`src/lta_cfg.svh`:
```
`ifndef LTA_CFG_SVH
`define LTA_CFG_SVH

// ----------------------------------------------------------------
// sizes
// ----------------------------------------------------------------
`define LTA_N_LOGIC    10
`define LTA_N_SLOT     4
`define LTA_N_CUST     2
`define LTA_N_EXT      8
`define LTA_N_MEAS     4
`define LTA_N_ALARM    12
`define LTA_DLY_W      20

// ----------------------------------------------------------------
// source index space
// ----------------------------------------------------------------
`define LTA_SRC_CUST   5'h0a
`define LTA_SRC_EXT    5'h0c
`define LTA_SRC_END    5'h14

// ----------------------------------------------------------------
// timing
// ----------------------------------------------------------------
`define LTA_CLK_NS     10
`define LTA_TICK_NS    1_000_000_000
`define LTA_TICK_CYC   (`LTA_TICK_NS / `LTA_CLK_NS)
`define LTA_DLY_MAX    20'hf_423f

// ----------------------------------------------------------------
// register map (byte addresses)
// ----------------------------------------------------------------
`define LTA_STATUS     10'h000
`define LTA_ERROR      10'h004
`define LTA_LA_CFG     10'h040
`define LTA_LA_SRC     10'h080
`define LTA_CA_BASE    10'h100
`define LTA_CA_STRIDE  10'h020
`define LTA_CA_CFG     10'h000
`define LTA_CA_PICK    10'h004
`define LTA_CA_DROP    10'h008
`define LTA_CA_PDLY    10'h00c
`define LTA_CA_DDLY    10'h010

// ----------------------------------------------------------------
// field positions and reset values
// ----------------------------------------------------------------
`define LTA_ST_LVL_LSB 12
`define LTA_SLOT_STEP  8
`define LTA_RST_WORD   32'h0000_0000

`endif

```
`src/lta_pkg.sv`:
```
package lta_pkg;

  typedef enum logic [2:0] {
    LTA_F_AND  = 3'b000,
    LTA_F_NAND = 3'b001,
    LTA_F_OR   = 3'b010,
    LTA_F_NOR  = 3'b011,
    LTA_F_XOR  = 3'b100
  } lta_func_t;

  typedef enum logic [1:0] {
    LTA_P_NONE = 2'b00,
    LTA_P_LOW  = 2'b01,
    LTA_P_MED  = 2'b10,
    LTA_P_HIGH = 2'b11
  } lta_prio_t;

  // bit 0 drives output one, bit 1 output two
  typedef enum logic [1:0] {
    LTA_O_NONE = 2'b00,
    LTA_O_ONE  = 2'b01,
    LTA_O_TWO  = 2'b10,
    LTA_O_BOTH = 2'b11
  } lta_out_t;

  typedef enum logic [1:0] {
    LTA_C_OVER      = 2'b00,
    LTA_C_UNDER     = 2'b01,
    LTA_C_ABS_OVER  = 2'b10,
    LTA_C_ABS_UNDER = 2'b11
  } lta_cond_t;

  typedef enum logic {
    LTA_S_IDLE = 1'b0,
    LTA_S_TRIP = 1'b1
  } lta_state_t;

  typedef struct packed {
    logic [2:0] nin;
    lta_out_t   outsel;
    lta_prio_t  prio;
    lta_func_t  func;
    logic       en;
  } lta_la_cfg_t;

  typedef struct packed {
    logic [1:0] msel;
    lta_out_t   outsel;
    lta_prio_t  prio;
    lta_cond_t  cond;
    logic       en;
  } lta_ca_cfg_t;

endpackage : lta_pkg

```
`src/lta_alarm_core.sv`:
```
// Operation
// - ten combining alarms, each with own settings and own state
// - a combining alarm takes at most four selected alarm states
// - and: true only when all configured inputs are true
// - nand: true when any configured input is false
// - or: true when any configured input is true
// - nor: true only when all configured inputs are false
// - xor: true only when exactly one configured input is true
// - a disabled alarm never goes active and drives no output
// - each alarm has priority high, medium, low or none for reporting
// - an active alarm drives its selected outputs: none, one, two, both
// - reject and flag a combining alarm that uses its own result
// - reject and flag a combining alarm with a duplicated source
// - reject and flag a combining alarm naming an invalid source
// - over: condition present while value exceeds pickup
// - under: condition present while value is below pickup
// - absolute over: magnitude exceeds pickup
// - absolute under: magnitude below pickup
// - trip only after pickup held for pickup delay, 0 to 999999 s
// - over alarm: dropout present while value below dropout setpoint
// - active alarm ends after dropout held for dropout delay
//
// Decided for this implementation: the register addresses and the Wishbone interface to the registers.
`timescale 1ns/1ps
`include "lta_cfg.svh"

module lta_alarm_core #(
  parameter int unsigned TICK_CYCLES = `LTA_TICK_CYC
) (
  input  wire logic               core_clk_i,
  input  wire logic               rstn_i,
  input  wire logic               wb_cyc_i,
  input  wire logic               wb_stb_i,
  input  wire logic               wb_we_i,
  input  wire logic [9:0]         wb_adr_i,
  input  wire logic [3:0]         wb_sel_i,
  input  wire logic [31:0]        wb_dat_i,
  output logic      [31:0]        wb_dat_o,
  output logic                    wb_ack_o,
  input  wire logic [7:0]         ext_alarm_i,
  input  wire logic signed [31:0] meas_value_i [`LTA_N_MEAS],
  output logic                    digital_output_one_o,
  output logic                    digital_output_two_o,
  output logic      [11:0]        alarm_active_o,
  output logic      [1:0]         alarm_level_o,
  output logic                    cfg_error_o
);

  localparam int NL = `LTA_N_LOGIC;
  localparam int NC = `LTA_N_CUST;
  localparam int NA = `LTA_N_ALARM;

  // ----------------------------------------------------------------
  // one-second tick
  // ----------------------------------------------------------------
  logic [26:0] tick_cnt_q;
  logic        tick_q;

  always_ff @(posedge core_clk_i or negedge rstn_i) begin
    if (!rstn_i) begin
      tick_cnt_q <= '0;
      tick_q     <= 1'b0;
    end else if (tick_cnt_q == 27'(TICK_CYCLES - 1)) begin
      tick_cnt_q <= '0;
      tick_q     <= 1'b1;
    end else begin
      tick_cnt_q <= tick_cnt_q + 27'd1;
      tick_q     <= 1'b0;
    end
  end

  // ----------------------------------------------------------------
  // external alarm synchroniser
  // ----------------------------------------------------------------
  logic [7:0] ext_meta_q;
  logic [7:0] ext_q;

  always_ff @(posedge core_clk_i or negedge rstn_i) begin
    if (!rstn_i) begin
      ext_meta_q <= '0;
      ext_q      <= '0;
    end else begin
      ext_meta_q <= ext_alarm_i;
      ext_q      <= ext_meta_q;
    end
  end

  // ----------------------------------------------------------------
  // wishbone slave
  // ----------------------------------------------------------------
  logic        wb_req;
  logic        wb_wr;
  logic [31:0] rd_data;

  assign wb_req = wb_cyc_i & wb_stb_i & ~wb_ack_o;
  assign wb_wr  = wb_req & wb_we_i;

  function automatic logic [31:0] lane_merge(input logic [31:0] old,
                                             input logic [31:0] nw,
                                             input logic [3:0]  sel);
    logic [31:0] res;
    res = old;
    for (int b = 0; b < 4; b++) begin
      if (sel[b]) begin
        res[8*b +: 8] = nw[8*b +: 8];
      end
    end
    return res;
  endfunction : lane_merge

  always_ff @(posedge core_clk_i or negedge rstn_i) begin
    if (!rstn_i) begin
      wb_ack_o <= 1'b0;
      wb_dat_o <= `LTA_RST_WORD;
    end else begin
      wb_ack_o <= wb_req;
      wb_dat_o <= wb_req ? rd_data : `LTA_RST_WORD;
    end
  end

  // ----------------------------------------------------------------
  // alarm state shared by all alarms
  // ----------------------------------------------------------------
  lta_pkg::lta_la_cfg_t la_cfg_q [NL];
  logic [31:0]          la_src_q [NL];
  lta_pkg::lta_ca_cfg_t ca_cfg_q [NC];
  logic signed [31:0]   ca_pick_q [NC];
  logic signed [31:0]   ca_drop_q [NC];
  logic [19:0]          ca_pdly_q [NC];
  logic [19:0]          ca_ddly_q [NC];
  logic [NL-1:0]        la_active_q;
  logic [NL-1:0]        la_err_q;
  logic [NC-1:0]        ca_active;
  logic [31:0]          src_vec;
  logic [NA-1:0]        act_vec;
  logic [NA-1:0]        sel1_vec;
  logic [NA-1:0]        sel2_vec;
  logic [NA-1:0]        en_vec;
  logic [1:0]           prio_vec [NA];

  assign src_vec = {12'h000, ext_q, ca_active, la_active_q};
  assign act_vec = {ca_active, la_active_q} & en_vec;

  // ----------------------------------------------------------------
  // combining alarms
  // ----------------------------------------------------------------
  for (genvar i = 0; i < NL; i++) begin : g_la
    logic [31:0] cfg_w;
    logic [31:0] src_w;
    logic        self_err;
    logic        dup_err;
    logic        bad_err;
    logic [2:0]  n_in;
    logic [2:0]  n_true;
    logic        res;
    logic [4:0]  s;
    logic [4:0]  t;

    assign cfg_w = lane_merge({21'h0_0000, la_cfg_q[i]}, wb_dat_i, wb_sel_i);
    assign src_w = lane_merge(la_src_q[i], wb_dat_i, wb_sel_i);

    always_ff @(posedge core_clk_i or negedge rstn_i) begin
      if (!rstn_i) begin
        la_cfg_q[i] <= '0;
        la_src_q[i] <= `LTA_RST_WORD;
      end else if (wb_wr && wb_adr_i == `LTA_LA_CFG + 10'(i * 4)) begin
        la_cfg_q[i] <= lta_pkg::lta_la_cfg_t'(cfg_w[10:0]);
      end else if (wb_wr && wb_adr_i == `LTA_LA_SRC + 10'(i * 4)) begin
        la_src_q[i] <= src_w;
      end
    end

    always_comb begin
      self_err = 1'b0;
      dup_err  = 1'b0;
      bad_err  = (la_cfg_q[i].nin > 3'(`LTA_N_SLOT));
      n_in     = bad_err ? 3'd0 : la_cfg_q[i].nin;
      n_true   = 3'd0;
      s        = 5'h00;
      t        = 5'h00;
      for (int k = 0; k < `LTA_N_SLOT; k++) begin
        s = la_src_q[i][k*`LTA_SLOT_STEP +: 5];
        if (3'(k) < n_in) begin
          if (s == 5'(i)) self_err = 1'b1;
          if (s >= `LTA_SRC_END) bad_err = 1'b1;
          else if (src_vec[s]) n_true = n_true + 3'd1;
          for (int m = 0; m < k; m++) begin
            t = la_src_q[i][m*`LTA_SLOT_STEP +: 5];
            if (s == t) dup_err = 1'b1;
          end
        end
      end
      case (la_cfg_q[i].func)
        lta_pkg::LTA_F_AND:  res = (n_true == n_in);
        lta_pkg::LTA_F_NAND: res = (n_true != n_in);
        lta_pkg::LTA_F_OR:   res = (n_true != 3'd0);
        lta_pkg::LTA_F_NOR:  res = (n_true == 3'd0);
        lta_pkg::LTA_F_XOR:  res = (n_true == 3'd1);
        default:             res = 1'b0;
      endcase
    end

    always_ff @(posedge core_clk_i or negedge rstn_i) begin
      if (!rstn_i) begin
        la_err_q[i] <= 1'b0;
      end else begin
        la_err_q[i] <= self_err | dup_err | bad_err;
      end
    end

    always_ff @(posedge core_clk_i or negedge rstn_i) begin
      if (!rstn_i) begin
        la_active_q[i] <= 1'b0;
      end else if (tick_q) begin
        la_active_q[i] <= la_cfg_q[i].en & ~(self_err | dup_err | bad_err)
                          & (n_in != 3'd0) & res;
      end
    end

    assign en_vec[i]   = la_cfg_q[i].en;
    assign sel1_vec[i] = la_cfg_q[i].outsel[0];
    assign sel2_vec[i] = la_cfg_q[i].outsel[1];
    assign prio_vec[i] = la_cfg_q[i].prio;

    chk_la_disabled: assert property (@(posedge core_clk_i) disable iff (!rstn_i)
      tick_q && !la_cfg_q[i].en |=> !la_active_q[i])
      else $error("disabled combining alarm went active");
    chk_self_ref: assert property (@(posedge core_clk_i) disable iff (!rstn_i)
      tick_q && self_err |=> la_err_q[i] && !la_active_q[i])
      else $error("self reference not rejected");
    chk_dup_source: assert property (@(posedge core_clk_i) disable iff (!rstn_i)
      dup_err |=> la_err_q[i])
      else $error("duplicate source not flagged");
    chk_bad_source: assert property (@(posedge core_clk_i) disable iff (!rstn_i)
      tick_q && bad_err |=> la_err_q[i] && !la_active_q[i])
      else $error("invalid source not rejected");
    chk_and_func: assert property (@(posedge core_clk_i) disable iff (!rstn_i)
      tick_q && la_cfg_q[i].en && la_cfg_q[i].func == lta_pkg::LTA_F_AND
      && n_in != 3'd0 && !(self_err || dup_err || bad_err)
      |=> la_active_q[i] == (n_true == n_in))
      else $error("and result wrong");
    chk_xor_func: assert property (@(posedge core_clk_i) disable iff (!rstn_i)
      tick_q && la_cfg_q[i].en && la_cfg_q[i].func == lta_pkg::LTA_F_XOR
      && n_true == 3'd2 |=> !la_active_q[i])
      else $error("xor true with two inputs");
    chk_hold_between: assert property (@(posedge core_clk_i) disable iff (!rstn_i)
      !tick_q |=> $stable(la_active_q[i]))
      else $error("combining alarm changed off tick");
  end

  // ----------------------------------------------------------------
  // custom threshold alarms
  // ----------------------------------------------------------------
  for (genvar j = 0; j < NC; j++) begin : g_ca
    localparam logic [9:0] BASE = `LTA_CA_BASE + 10'(j) * `LTA_CA_STRIDE;
    logic [31:0]         cfg_w;
    logic [31:0]         dat_w;
    logic signed [32:0]  v;
    logic signed [32:0]  mag;
    logic signed [32:0]  pick;
    logic signed [32:0]  drop;
    logic                pu;
    logic                dr;
    lta_pkg::lta_state_t state_q;
    logic [19:0]         cnt_q;

    assign cfg_w = lane_merge({23'h00_0000, ca_cfg_q[j]}, wb_dat_i, wb_sel_i);
    assign dat_w = lane_merge(32'h0000_0000, wb_dat_i, wb_sel_i);

    always_ff @(posedge core_clk_i or negedge rstn_i) begin
      if (!rstn_i) begin
        ca_cfg_q[j]  <= '0;
        ca_pick_q[j] <= '0;
        ca_drop_q[j] <= '0;
        ca_pdly_q[j] <= '0;
        ca_ddly_q[j] <= '0;
      end else if (wb_wr) begin
        if (wb_adr_i == BASE + `LTA_CA_CFG)
          ca_cfg_q[j] <= lta_pkg::lta_ca_cfg_t'(cfg_w[8:0]);
        if (wb_adr_i == BASE + `LTA_CA_PICK)
          ca_pick_q[j] <= lane_merge(ca_pick_q[j], wb_dat_i, wb_sel_i);
        if (wb_adr_i == BASE + `LTA_CA_DROP)
          ca_drop_q[j] <= lane_merge(ca_drop_q[j], wb_dat_i, wb_sel_i);
        if (wb_adr_i == BASE + `LTA_CA_PDLY)
          ca_pdly_q[j] <= (dat_w > 32'(`LTA_DLY_MAX)) ? `LTA_DLY_MAX : dat_w[19:0];
        if (wb_adr_i == BASE + `LTA_CA_DDLY)
          ca_ddly_q[j] <= (dat_w > 32'(`LTA_DLY_MAX)) ? `LTA_DLY_MAX : dat_w[19:0];
      end
    end

    always_comb begin
      v    = {meas_value_i[ca_cfg_q[j].msel][31], meas_value_i[ca_cfg_q[j].msel]};
      mag  = (v < 0) ? -v : v;
      pick = {ca_pick_q[j][31], ca_pick_q[j]};
      drop = {ca_drop_q[j][31], ca_drop_q[j]};
      case (ca_cfg_q[j].cond)
        lta_pkg::LTA_C_OVER: begin
          pu = (v > pick);
          dr = (v < drop);
        end
        lta_pkg::LTA_C_UNDER: begin
          pu = (v < pick);
          dr = (v > drop);
        end
        lta_pkg::LTA_C_ABS_OVER: begin
          pu = (mag > pick);
          dr = (mag < drop);
        end
        lta_pkg::LTA_C_ABS_UNDER: begin
          pu = (mag < pick);
          dr = (mag > drop);
        end
        default: begin
          pu = 1'b0;
          dr = 1'b0;
        end
      endcase
    end

    // qualifying delay: trips on the tick that finds the condition held
    always_ff @(posedge core_clk_i or negedge rstn_i) begin
      if (!rstn_i) begin
        state_q <= lta_pkg::LTA_S_IDLE;
        cnt_q   <= '0;
      end else if (tick_q) begin
        if (!ca_cfg_q[j].en) begin
          state_q <= lta_pkg::LTA_S_IDLE;
          cnt_q   <= '0;
        end else begin
          case (state_q)
            lta_pkg::LTA_S_IDLE: begin
              if (!pu) cnt_q <= '0;
              else if (cnt_q >= ca_pdly_q[j]) begin
                state_q <= lta_pkg::LTA_S_TRIP;
                cnt_q   <= '0;
              end else cnt_q <= cnt_q + 20'd1;
            end
            lta_pkg::LTA_S_TRIP: begin
              if (!dr) cnt_q <= '0;
              else if (cnt_q >= ca_ddly_q[j]) begin
                state_q <= lta_pkg::LTA_S_IDLE;
                cnt_q   <= '0;
              end else cnt_q <= cnt_q + 20'd1;
            end
            default: begin
              state_q <= lta_pkg::LTA_S_IDLE;
              cnt_q   <= '0;
            end
          endcase
        end
      end
    end

    assign ca_active[j]     = (state_q == lta_pkg::LTA_S_TRIP);
    assign en_vec[NL+j]     = ca_cfg_q[j].en;
    assign sel1_vec[NL+j]   = ca_cfg_q[j].outsel[0];
    assign sel2_vec[NL+j]   = ca_cfg_q[j].outsel[1];
    assign prio_vec[NL+j]   = ca_cfg_q[j].prio;

    chk_pickup_wait: assert property (@(posedge core_clk_i) disable iff (!rstn_i)
      tick_q && state_q == lta_pkg::LTA_S_IDLE && cnt_q < ca_pdly_q[j]
      |=> state_q == lta_pkg::LTA_S_IDLE)
      else $error("custom alarm tripped before pickup delay");
    chk_dropout_wait: assert property (@(posedge core_clk_i) disable iff (!rstn_i)
      tick_q && ca_cfg_q[j].en && state_q == lta_pkg::LTA_S_TRIP
      && cnt_q < ca_ddly_q[j] |=> state_q == lta_pkg::LTA_S_TRIP)
      else $error("custom alarm ended before dropout delay");
    chk_zero_pickup: assert property (@(posedge core_clk_i) disable iff (!rstn_i)
      tick_q && ca_cfg_q[j].en && pu && ca_pdly_q[j] == 20'h0_0000
      && state_q == lta_pkg::LTA_S_IDLE |=> state_q == lta_pkg::LTA_S_TRIP)
      else $error("zero pickup delay did not trip");
  end

  // ----------------------------------------------------------------
  // outputs and reporting
  // ----------------------------------------------------------------
  logic [1:0] level;

  always_comb begin
    level = 2'b00;
    for (int n = 0; n < NA; n++) begin
      if (act_vec[n] && prio_vec[n] > level) level = prio_vec[n];
    end
  end

  always_ff @(posedge core_clk_i or negedge rstn_i) begin
    if (!rstn_i) begin
      digital_output_one_o <= 1'b0;
      digital_output_two_o <= 1'b0;
      alarm_active_o       <= '0;
      alarm_level_o        <= 2'b00;
      cfg_error_o          <= 1'b0;
    end else begin
      digital_output_one_o <= |(act_vec & sel1_vec);
      digital_output_two_o <= |(act_vec & sel2_vec);
      alarm_active_o       <= act_vec;
      alarm_level_o        <= level;
      cfg_error_o          <= |la_err_q;
    end
  end

  chk_output_one: assert property (@(posedge core_clk_i) disable iff (!rstn_i)
    |(act_vec & sel1_vec) |=> digital_output_one_o)
    else $error("output one not driven by active alarm");
  chk_output_idle: assert property (@(posedge core_clk_i) disable iff (!rstn_i)
    (act_vec & sel2_vec) == '0 |=> !digital_output_two_o)
    else $error("output two driven with no active alarm");

  // ----------------------------------------------------------------
  // register read
  // ----------------------------------------------------------------
  always_comb begin
    rd_data = `LTA_RST_WORD;
    if (wb_adr_i == `LTA_STATUS)
      rd_data = {18'h0_0000, level, act_vec};
    if (wb_adr_i == `LTA_ERROR)
      rd_data = {22'h00_0000, la_err_q};
    for (int i = 0; i < NL; i++) begin
      if (wb_adr_i == `LTA_LA_CFG + 10'(i * 4)) rd_data = {21'h0_0000, la_cfg_q[i]};
      if (wb_adr_i == `LTA_LA_SRC + 10'(i * 4)) rd_data = la_src_q[i];
    end
    for (int j = 0; j < NC; j++) begin
      if (wb_adr_i == `LTA_CA_BASE + 10'(j) * `LTA_CA_STRIDE + `LTA_CA_CFG)
        rd_data = {23'h00_0000, ca_cfg_q[j]};
      if (wb_adr_i == `LTA_CA_BASE + 10'(j) * `LTA_CA_STRIDE + `LTA_CA_PICK)
        rd_data = ca_pick_q[j];
      if (wb_adr_i == `LTA_CA_BASE + 10'(j) * `LTA_CA_STRIDE + `LTA_CA_DROP)
        rd_data = ca_drop_q[j];
      if (wb_adr_i == `LTA_CA_BASE + 10'(j) * `LTA_CA_STRIDE + `LTA_CA_PDLY)
        rd_data = {12'h000, ca_pdly_q[j]};
      if (wb_adr_i == `LTA_CA_BASE + 10'(j) * `LTA_CA_STRIDE + `LTA_CA_DDLY)
        rd_data = {12'h000, ca_ddly_q[j]};
    end
  end

  chk_ack_pulse: assert property (@(posedge core_clk_i) disable iff (!rstn_i)
    wb_ack_o |=> !wb_ack_o)
    else $error("ack held longer than one cycle");

endmodule : lta_alarm_core

```
`config.mk`:
```
export PLATFORM = sky130hd
export DESIGN_NAME = lta_alarm_core
export DESIGN_NICKNAME = d
export VERILOG_FILES = /design/src/lta_pkg.sv /design/src/lta_alarm_core.sv
export VERILOG_INCLUDE_DIRS = /design/src
export SDC_FILE = /design/constraint.sdc
export NUM_CORES = 2
export LEC_CHECK = 0
export CORE_MARGIN = 4
export CORE_UTILIZATION = 46
export CTS_CLUSTER_SIZE = 14
export DETAILED_ROUTE_END_ITERATION = 8
export DONT_BUFFER_PORTS = 1
export PLACE_DENSITY_LB_ADDON = 0.1
export SYNTH_ARGS = -nofsm -noshare
export SYNTH_HDL_FRONTEND = slang
export SYNTH_SLANG_ARGS = --single-unit
```
`constraint.sdc`:
```
create_clock -name core_clk_i -period 14.35 [get_ports core_clk_i]
set_input_delay 2.1525 -clock core_clk_i [delete_from_list [all_inputs] [get_ports core_clk_i]]
set_output_delay 2.1525 -clock core_clk_i [all_outputs]
set_load 0.01 [all_outputs]
```
; ---- Word-level counts from Yosys, hierarchy flattened
; Cells that the tools add are included.
[classes]
addsub = 35
magnitude_cmp = 167
n_eq_ne = 204
muxes = 558
bitwise = 81
n_reduce_logical = 166
[op_table]
columns = operator, n
row1 = 2-to-1 mux 32 bit, 36
row2 = 2-to-1 mux 1 bit, 329
row3 = 2-to-1 mux 3 bit, 102
row4 = equality test 5 bit, 60
row5 = less-than comparator 5 x 6 -> 1 bit (second input constant), 40
row6 = 2-to-1 mux 20 bit, 11
row7 = binary-select mux 1 bit (select 5 bit), 40
row8 = >= comparator 5 bit (second input constant), 40
row9 = AND reduction 3 bit, 60
row10 = > comparator 33 x 32 -> 1 bit, 4
row11 = less-than comparator 33 x 32 -> 1 bit, 4
row12 = binary-select mux 32 bit (select 2 bit), 2
row13 = > comparator 32 bit, 4
row14 = less-than comparator 32 bit, 4
row15 = equality test 10 x 7 -> 1 bit (second input constant), 10
row16 = equality test 10 x 8 -> 1 bit (second input constant), 10
row17 = equality test 10 x 9 -> 1 bit (second input constant), 10
row18 = adder 3 x 1 -> 3 bit (second input constant), 30
row19 = equality test 5 x 3 -> 1 bit (second input constant), 16
row20 = >= comparator 20 bit, 4
row21 = case mux 20 bit (2 select lines), 2
row22 = 2-to-1 mux 33 bit, 2
row23 = negation 32 -> 33 bit, 2
row24 = less-than comparator 32 x 1 -> 1 bit (second input constant), 2
row25 = 42 further kinds, 387
[word_totals]
register_bits = 812
input_bits = 187
wordCells = 1368

; ---- Logic depth before layout (Yosys ltp)
[logic_depth]
depth_word = 69
ltp_mapped = 68
mapped_depth_nobuf = 67

; ---- Worst setup path after synthesis
; OpenSTA, ideal clock, no wires.
[synth_path]
kind = flip-flop to flip-flop
from = register la_active_q[0]
to = register wb_dat_o[13]
setup_time_ns = 0.082
arrival_ns = 11.916
slack_ns = 2.352
stages_incl_launch_ff = 66
n_path_buf = 1
period_less_slack_ns = 11.998
cell_sequence = dfrtp_1 > clkbuf_1 > and2_1 > nand2_1 > ha_1 > nor2b_1 > o211a_1 > mux2_2 > ha_1 > nor2_1 > maj3_1 > nand2_1 > nand2_1 > inv_1 > ha_1 > nor2_1 > maj3_1 > a22oi_1 > [30 not listed] > a41oi_1 > nor2_1 > a2111oi_0 > nor2_1 > ha_1 > nor2_1 > maj3_1 > a21oi_1 > o31a_1 > a311oi_1 > inv_1 > ha_1 > a21oi_1 > o21ai_0 > a21oi_1 > a21oi_1 > a211o_1 > a31oi_1
[synth_between]
elab_chain_len = 69
[synth_rtl]
columns = item, line
row1 = from (decl), lta_alarm_core.sv:131  ; logic [NL-1:0] la_active_q;
row2 = "from (signal, indexed assignment)", lta_alarm_core.sv:215  ; la_active_q[i] <= la_cfg_q[i].en & ~(self_err | dup_err | bad_err)
row3 = AND 12 bit *, lta_alarm_core.sv:142  ; assign act_vec = {ca_active, la_active_q} & en_vec;
row4 = net act_vec[0], lta_alarm_core.sv:135  ; logic [NA-1:0] act_vec;
row5 = logical AND 1 bit *, lta_alarm_core.sv:382  ; if (act_vec[n] && prio_vec[n] > level) level = prio_vec[n];
row6 = 2-to-1 mux 2 bit *, lta_alarm_core.sv:382
row7 = > comparator 2 bit, lta_alarm_core.sv:382
row8 = logical AND 1 bit, lta_alarm_core.sv:382
row9 = 2-to-1 mux 2 bit *, lta_alarm_core.sv:382
row10 = > comparator 2 bit, lta_alarm_core.sv:382
row11 = [29 not listed], n/a
row12 = net level[1], lta_alarm_core.sv:377  ; logic [1:0] level;
row13 = [25 not listed], n/a
row14 = 2-to-1 mux 32 bit *, lta_alarm_core.sv:429  ; if (wb_adr_i == `LTA_CA_BASE + 10'(j) * `LTA_CA_STRIDE + `LTA_CA_PDLY)
row15 = 2-to-1 mux 32 bit *, lta_alarm_core.sv:431  ; if (wb_adr_i == `LTA_CA_BASE + 10'(j) * `LTA_CA_STRIDE + `LTA_CA_DDLY)
row16 = 2-to-1 mux 32 bit *, lta_alarm_core.sv:423  ; if (wb_adr_i == `LTA_CA_BASE + 10'(j) * `LTA_CA_STRIDE + `LTA_CA_CFG)
row17 = 2-to-1 mux 32 bit *, lta_alarm_core.sv:425  ; if (wb_adr_i == `LTA_CA_BASE + 10'(j) * `LTA_CA_STRIDE + `LTA_CA_PICK)
row18 = 2-to-1 mux 32 bit *, lta_alarm_core.sv:427  ; if (wb_adr_i == `LTA_CA_BASE + 10'(j) * `LTA_CA_STRIDE + `LTA_CA_DROP)
row19 = 2-to-1 mux 32 bit *, lta_alarm_core.sv:429
row20 = 2-to-1 mux 32 bit *, lta_alarm_core.sv:431
row21 = 2-to-1 mux 32 bit (no line) *, n/a
row22 = to (signal assigned), lta_alarm_core.sv:114  ; wb_dat_o <= `LTA_RST_WORD;
row23 = to (signal assigned), lta_alarm_core.sv:117  ; wb_dat_o <= wb_req ? rd_data : `LTA_RST_WORD;
row24 = to (decl), lta_alarm_core.sv:38  ; output logic [31:0] wb_dat_o,
; Mark *: on every way through the listed nets, which the timed path passes. The rest lies on a longest branch.
; A chain may end at the register's enable or synchronous reset.

; ---- Worst setup path in the final report
[layout_path]
from = register la_active_q[0]
to = register wb_dat_o[13]
[layout_between]
elab_chain_len = 69
[layout_rtl]
columns = item, line
row1 = AND 12 bit *, lta_alarm_core.sv:142
row2 = logical AND 1 bit *, lta_alarm_core.sv:382
row3 = 2-to-1 mux 2 bit *, lta_alarm_core.sv:382
row4 = > comparator 2 bit, lta_alarm_core.sv:382
row5 = logical AND 1 bit, lta_alarm_core.sv:382
row6 = 2-to-1 mux 2 bit *, lta_alarm_core.sv:382
row7 = > comparator 2 bit, lta_alarm_core.sv:382
row8 = logical AND 1 bit, lta_alarm_core.sv:382
row9 = [28 not listed], n/a
row10 = net level[1], lta_alarm_core.sv:377
row11 = [25 not listed], n/a
row12 = 2-to-1 mux 32 bit *, lta_alarm_core.sv:429
row13 = 2-to-1 mux 32 bit *, lta_alarm_core.sv:431
row14 = 2-to-1 mux 32 bit *, lta_alarm_core.sv:423
row15 = 2-to-1 mux 32 bit *, lta_alarm_core.sv:425
row16 = 2-to-1 mux 32 bit *, lta_alarm_core.sv:427
row17 = 2-to-1 mux 32 bit *, lta_alarm_core.sv:429
row18 = 2-to-1 mux 32 bit *, lta_alarm_core.sv:431
row19 = 2-to-1 mux 32 bit (no line) *, n/a
; Marked as above.

==> flow_metrics.env <==
export IMPL_cp_slowest_cell="a311oi_1"
export IMPL_cpMostUsedCell="ha_1"
export IMPL_ios=237
export IMPL_routed_via_density=6.76
export IMPL_slew_headroom=0.153
export IMPL_synthFlopType="dfrtp_1"
export IMPL_initial_core_util=0.462
export IMPL_hold_viol=0
export IMPL_drtIter0Drc=6226
export IMPL_ant_nets=0
export IMPL_ys_seq_area_frac=0.325
export IMPL_cp_slowest_stage_delay_ns=0.40
export IMPL_layout_commonest_cell="dfrtp_1"
export IMPL_worstSkewPairLatency_ns=0.73
export IMPL_rsz0062_at_grt="false"
export IMPL_cts_tree="done"
export IMPL_antenna_found_initial=12
export IMPL_start_kind="flop"
export IMPL_period_minus_slack_ns=13.25
export IMPL_clock_path_buffers=3
export IMPL_cts_max_level=3
export IMPL_gr_usage_all_layers=0.363
export IMPL_swShare=0.250
export IMPL_finalSetupViolations=0
export IMPL_comb_power_share=0.065
export IMPL_n_fill_cell=12618
export IMPL_drv_slew=0
export IMPL_gp_congestion=0.977
export IMPL_critPathKind="reg2reg"
export IMPL_yosys_register_bits=812
export IMPL_status="completed"
export IMPL_cts_root_buf="clkbuf_16"
export IMPL_required_ns=15.00
export IMPL_synthCells=6579
export IMPL_internal_power_mw=4.02
export IMPL_synth_edf_count=0
export IMPL_drt_total_wl_um=264000
export IMPL_core_area_um2=135000
export IMPL_cts_reportedPaths_clkPinSlew_ns=0.06
export IMPL_io_buffers=0
export IMPL_cts_buffers=100
export IMPL_finalCritPeriodShare=0.924
export IMPL_min_path_type="reg2reg"
export IMPL_pwr_share_seq=0.433
export IMPL_grt_pass1_wl_um=380000
export IMPL_final_cell_mix="dfrtp_1, nand2_1, o21ai_0"
export IMPL_first_global_vias=53563
export IMPL_clock_power_share=0.502
export IMPL_route_detailed_drc=0
export IMPL_overflow=0
export IMPL_power_leakage_nw=29.4
export IMPL_die_y_um=377
export IMPL_switchingPower_mw=1.34
export IMPL_syn_area_um2=62500
export IMPL_drt_first_pass_iters=8
export IMPL_cts_sinks=812
export IMPL_clock_fmax_ghz=0.0755
export IMPL_finalSetupTns_ns=0
export IMPL_area_growth_syn_to_layout_pct=7.31
export IMPL_async_flop_share=1.00
export IMPL_endpoint_kind="flop"
export IMPL_fin_nets=6835
export IMPL_grt_max_degree=813
export IMPL_irDropWorstVdd_mv=0.0920
export IMPL_drt_wirelength_per_cell_um=32.4
export IMPL_via_count=54989
export IMPL_arrival_ns=13.90
export IMPL_critPathMaxFanout=22
export IMPL_yosysWarnings=0
export IMPL_hpwl_um=188000
export IMPL_post_cts_buffers=0
export IMPL_die_x_um=377
export IMPL_drive_gt1_frac=0.164
export IMPL_clock_skew_final_ns=0.0233
export IMPL_tightest_slew_ns=1.27
export IMPL_rows=135
export IMPL_synth_cell_types=116
export IMPL_p_total_mw=5.37
export IMPL_p_per_area_nw_per_um2=80.0
export IMPL_maxCapViolations=0
export IMPL_syn_area_per_cell_um2=9.50
export IMPL_dieArea_um2=142000
## cells by family after synthesis
| family | count (synthesis) | share of synthesized area |
|---|---|---|
| xor gates and xnor gates | 464 | 0.0658 |
| and+or+nand+nor | 1776 | 0.136 |
| other | 1 | 0.0000600 |
| muxes | 780 | 0.187 |
| adders and majority gates | 389 | 0.0776 |
| AOI/OAI and AO/OA | 1502 | 0.157 |
| DFF | 812 | 0.325 |
| buffers and inverters | 855 | 0.0528 |
## critical path: cells and delay by family, from the launching register on
| kind | cells | cell delay, ns |
|---|---|---|
| buf+inv | 4 | 0.53 |
| mux | 2 | 0.61 |
| fa+ha+maj | 15 | 4.02 |
| compound gates | 27 | 5.15 |
| simple gates | 17 | 2.55 |
| flops | 1 | 0.34 |
## path summary, 6_finish.rpt
kind	start	endpoint	slack (ns)	depth (start not counted)
max in group asynchronous	rstn_i	ca_pdly_q[22]	10.40	3
max reg2reg	la_active_q[0]	wb_dat_o[13]	1.10	65
min in group asynchronous	rstn_i	tick_cnt_q[17]	1.12	0
min reg2reg	ext_meta_q[1]	ext_q[1]	0.33	0
max	la_active_q[0]	wb_dat_o[13]	1.10	65
min	ext_meta_q[1]	ext_q[1]	0.33	0
## synthesized netlist by cell type (84+ instances only)
cell	number	share of area
a21oi_1	258	0.021
a22oi_1	84	0.010
clkbuf_1	419	0.025
dfrtp_1	812	0.32
ha_1	384	0.077
inv_1	328	0.020
mux2_2	441	0.079
mux4_2	259	0.093
nand2_1	581	0.035
nand3_1	189	0.015
nand4_1	86	0.0086
nor2_1	403	0.024
nor3_1	148	0.012
o21ai_0	499	0.040
xnor2_1	230	0.032
xor2_1	227	0.032
## power groups by stage
stage,clock network (mW),logic [mW],registers (mW)
finish,2.70,0.347,2.32
global route,2.81,0.380,2.32
CTS,2.72,0.296,2.32
detailed placement,0,0.295,2.36
global placement,0,0.291,2.36
floorplan,0,0.227,2.36
## area by class of cell
| cell class | count | area (um^2) | area share |
|---|---|---|---|
| diodes | 7 | 17.5 | 0.000261 |
| clock buffers | 150 | 2910 | 0.0434 |
| clock inverters | 31 | 522 | 0.00778 |
| inverters | 331 | 1240 | 0.0185 |
| multi-input cells | 4915 | 39000 | 0.581 |
| flip-flops and latches | 812 | 20300 | 0.303 |
| well taps | 1781 | 2230 | 0.0332 |
| repair buffers | 104 | 861 | 0.0128 |
## stage by stage
step	setup WS (ns)	std cells	hold slack, ns	instance area [um^2]	utilization
finish	1.10	8131	0.332	67100	0.496
detailed placement	1.00	7939	0.335	63500	0.470
global route	0.0602	8124	0.340	67100	0.496
floorplan	2.35	6582	0.331	62500	-
CTS	0.988	8120	0.329	67000	0.495
global placement	1.31	7939	0.333	63500	0.470
## state kept, by name (all words and copies together) (netlist names), 2 cells and up
register        flops
alarm_active_o     12
ext_meta_q          8
tick_cnt_q         27
en_vec             10
ca_pick_q          64
alarm_level_o       2
wb_dat_o           32
ca_pdly_q          40
la_src_q          270
ca_ddly_q          40
la_cfg_q          100
ext_q               8
ca_drop_q          64
g_la.s             50
la_err_q           10
la_active_q        10
ca_cfg_q           18
g_ca.state_q        2
g_ca.cnt_q         40
## repair_timing
action	4_1_cts	5_1_grt
endpoints found under the setup margin	0	1
hold buffers	0	0
resized for setup	0	2
## per-layer routing
metal	wire, um	track usage	vias up
met2	122000	0.586	3179
met1	101000	0.458	27438
li1	-	-	23538
met4	17000	0.207	2
met3	24400	0.0697	832
met5	10	0	-
Power figures use the tool's default switching activity.
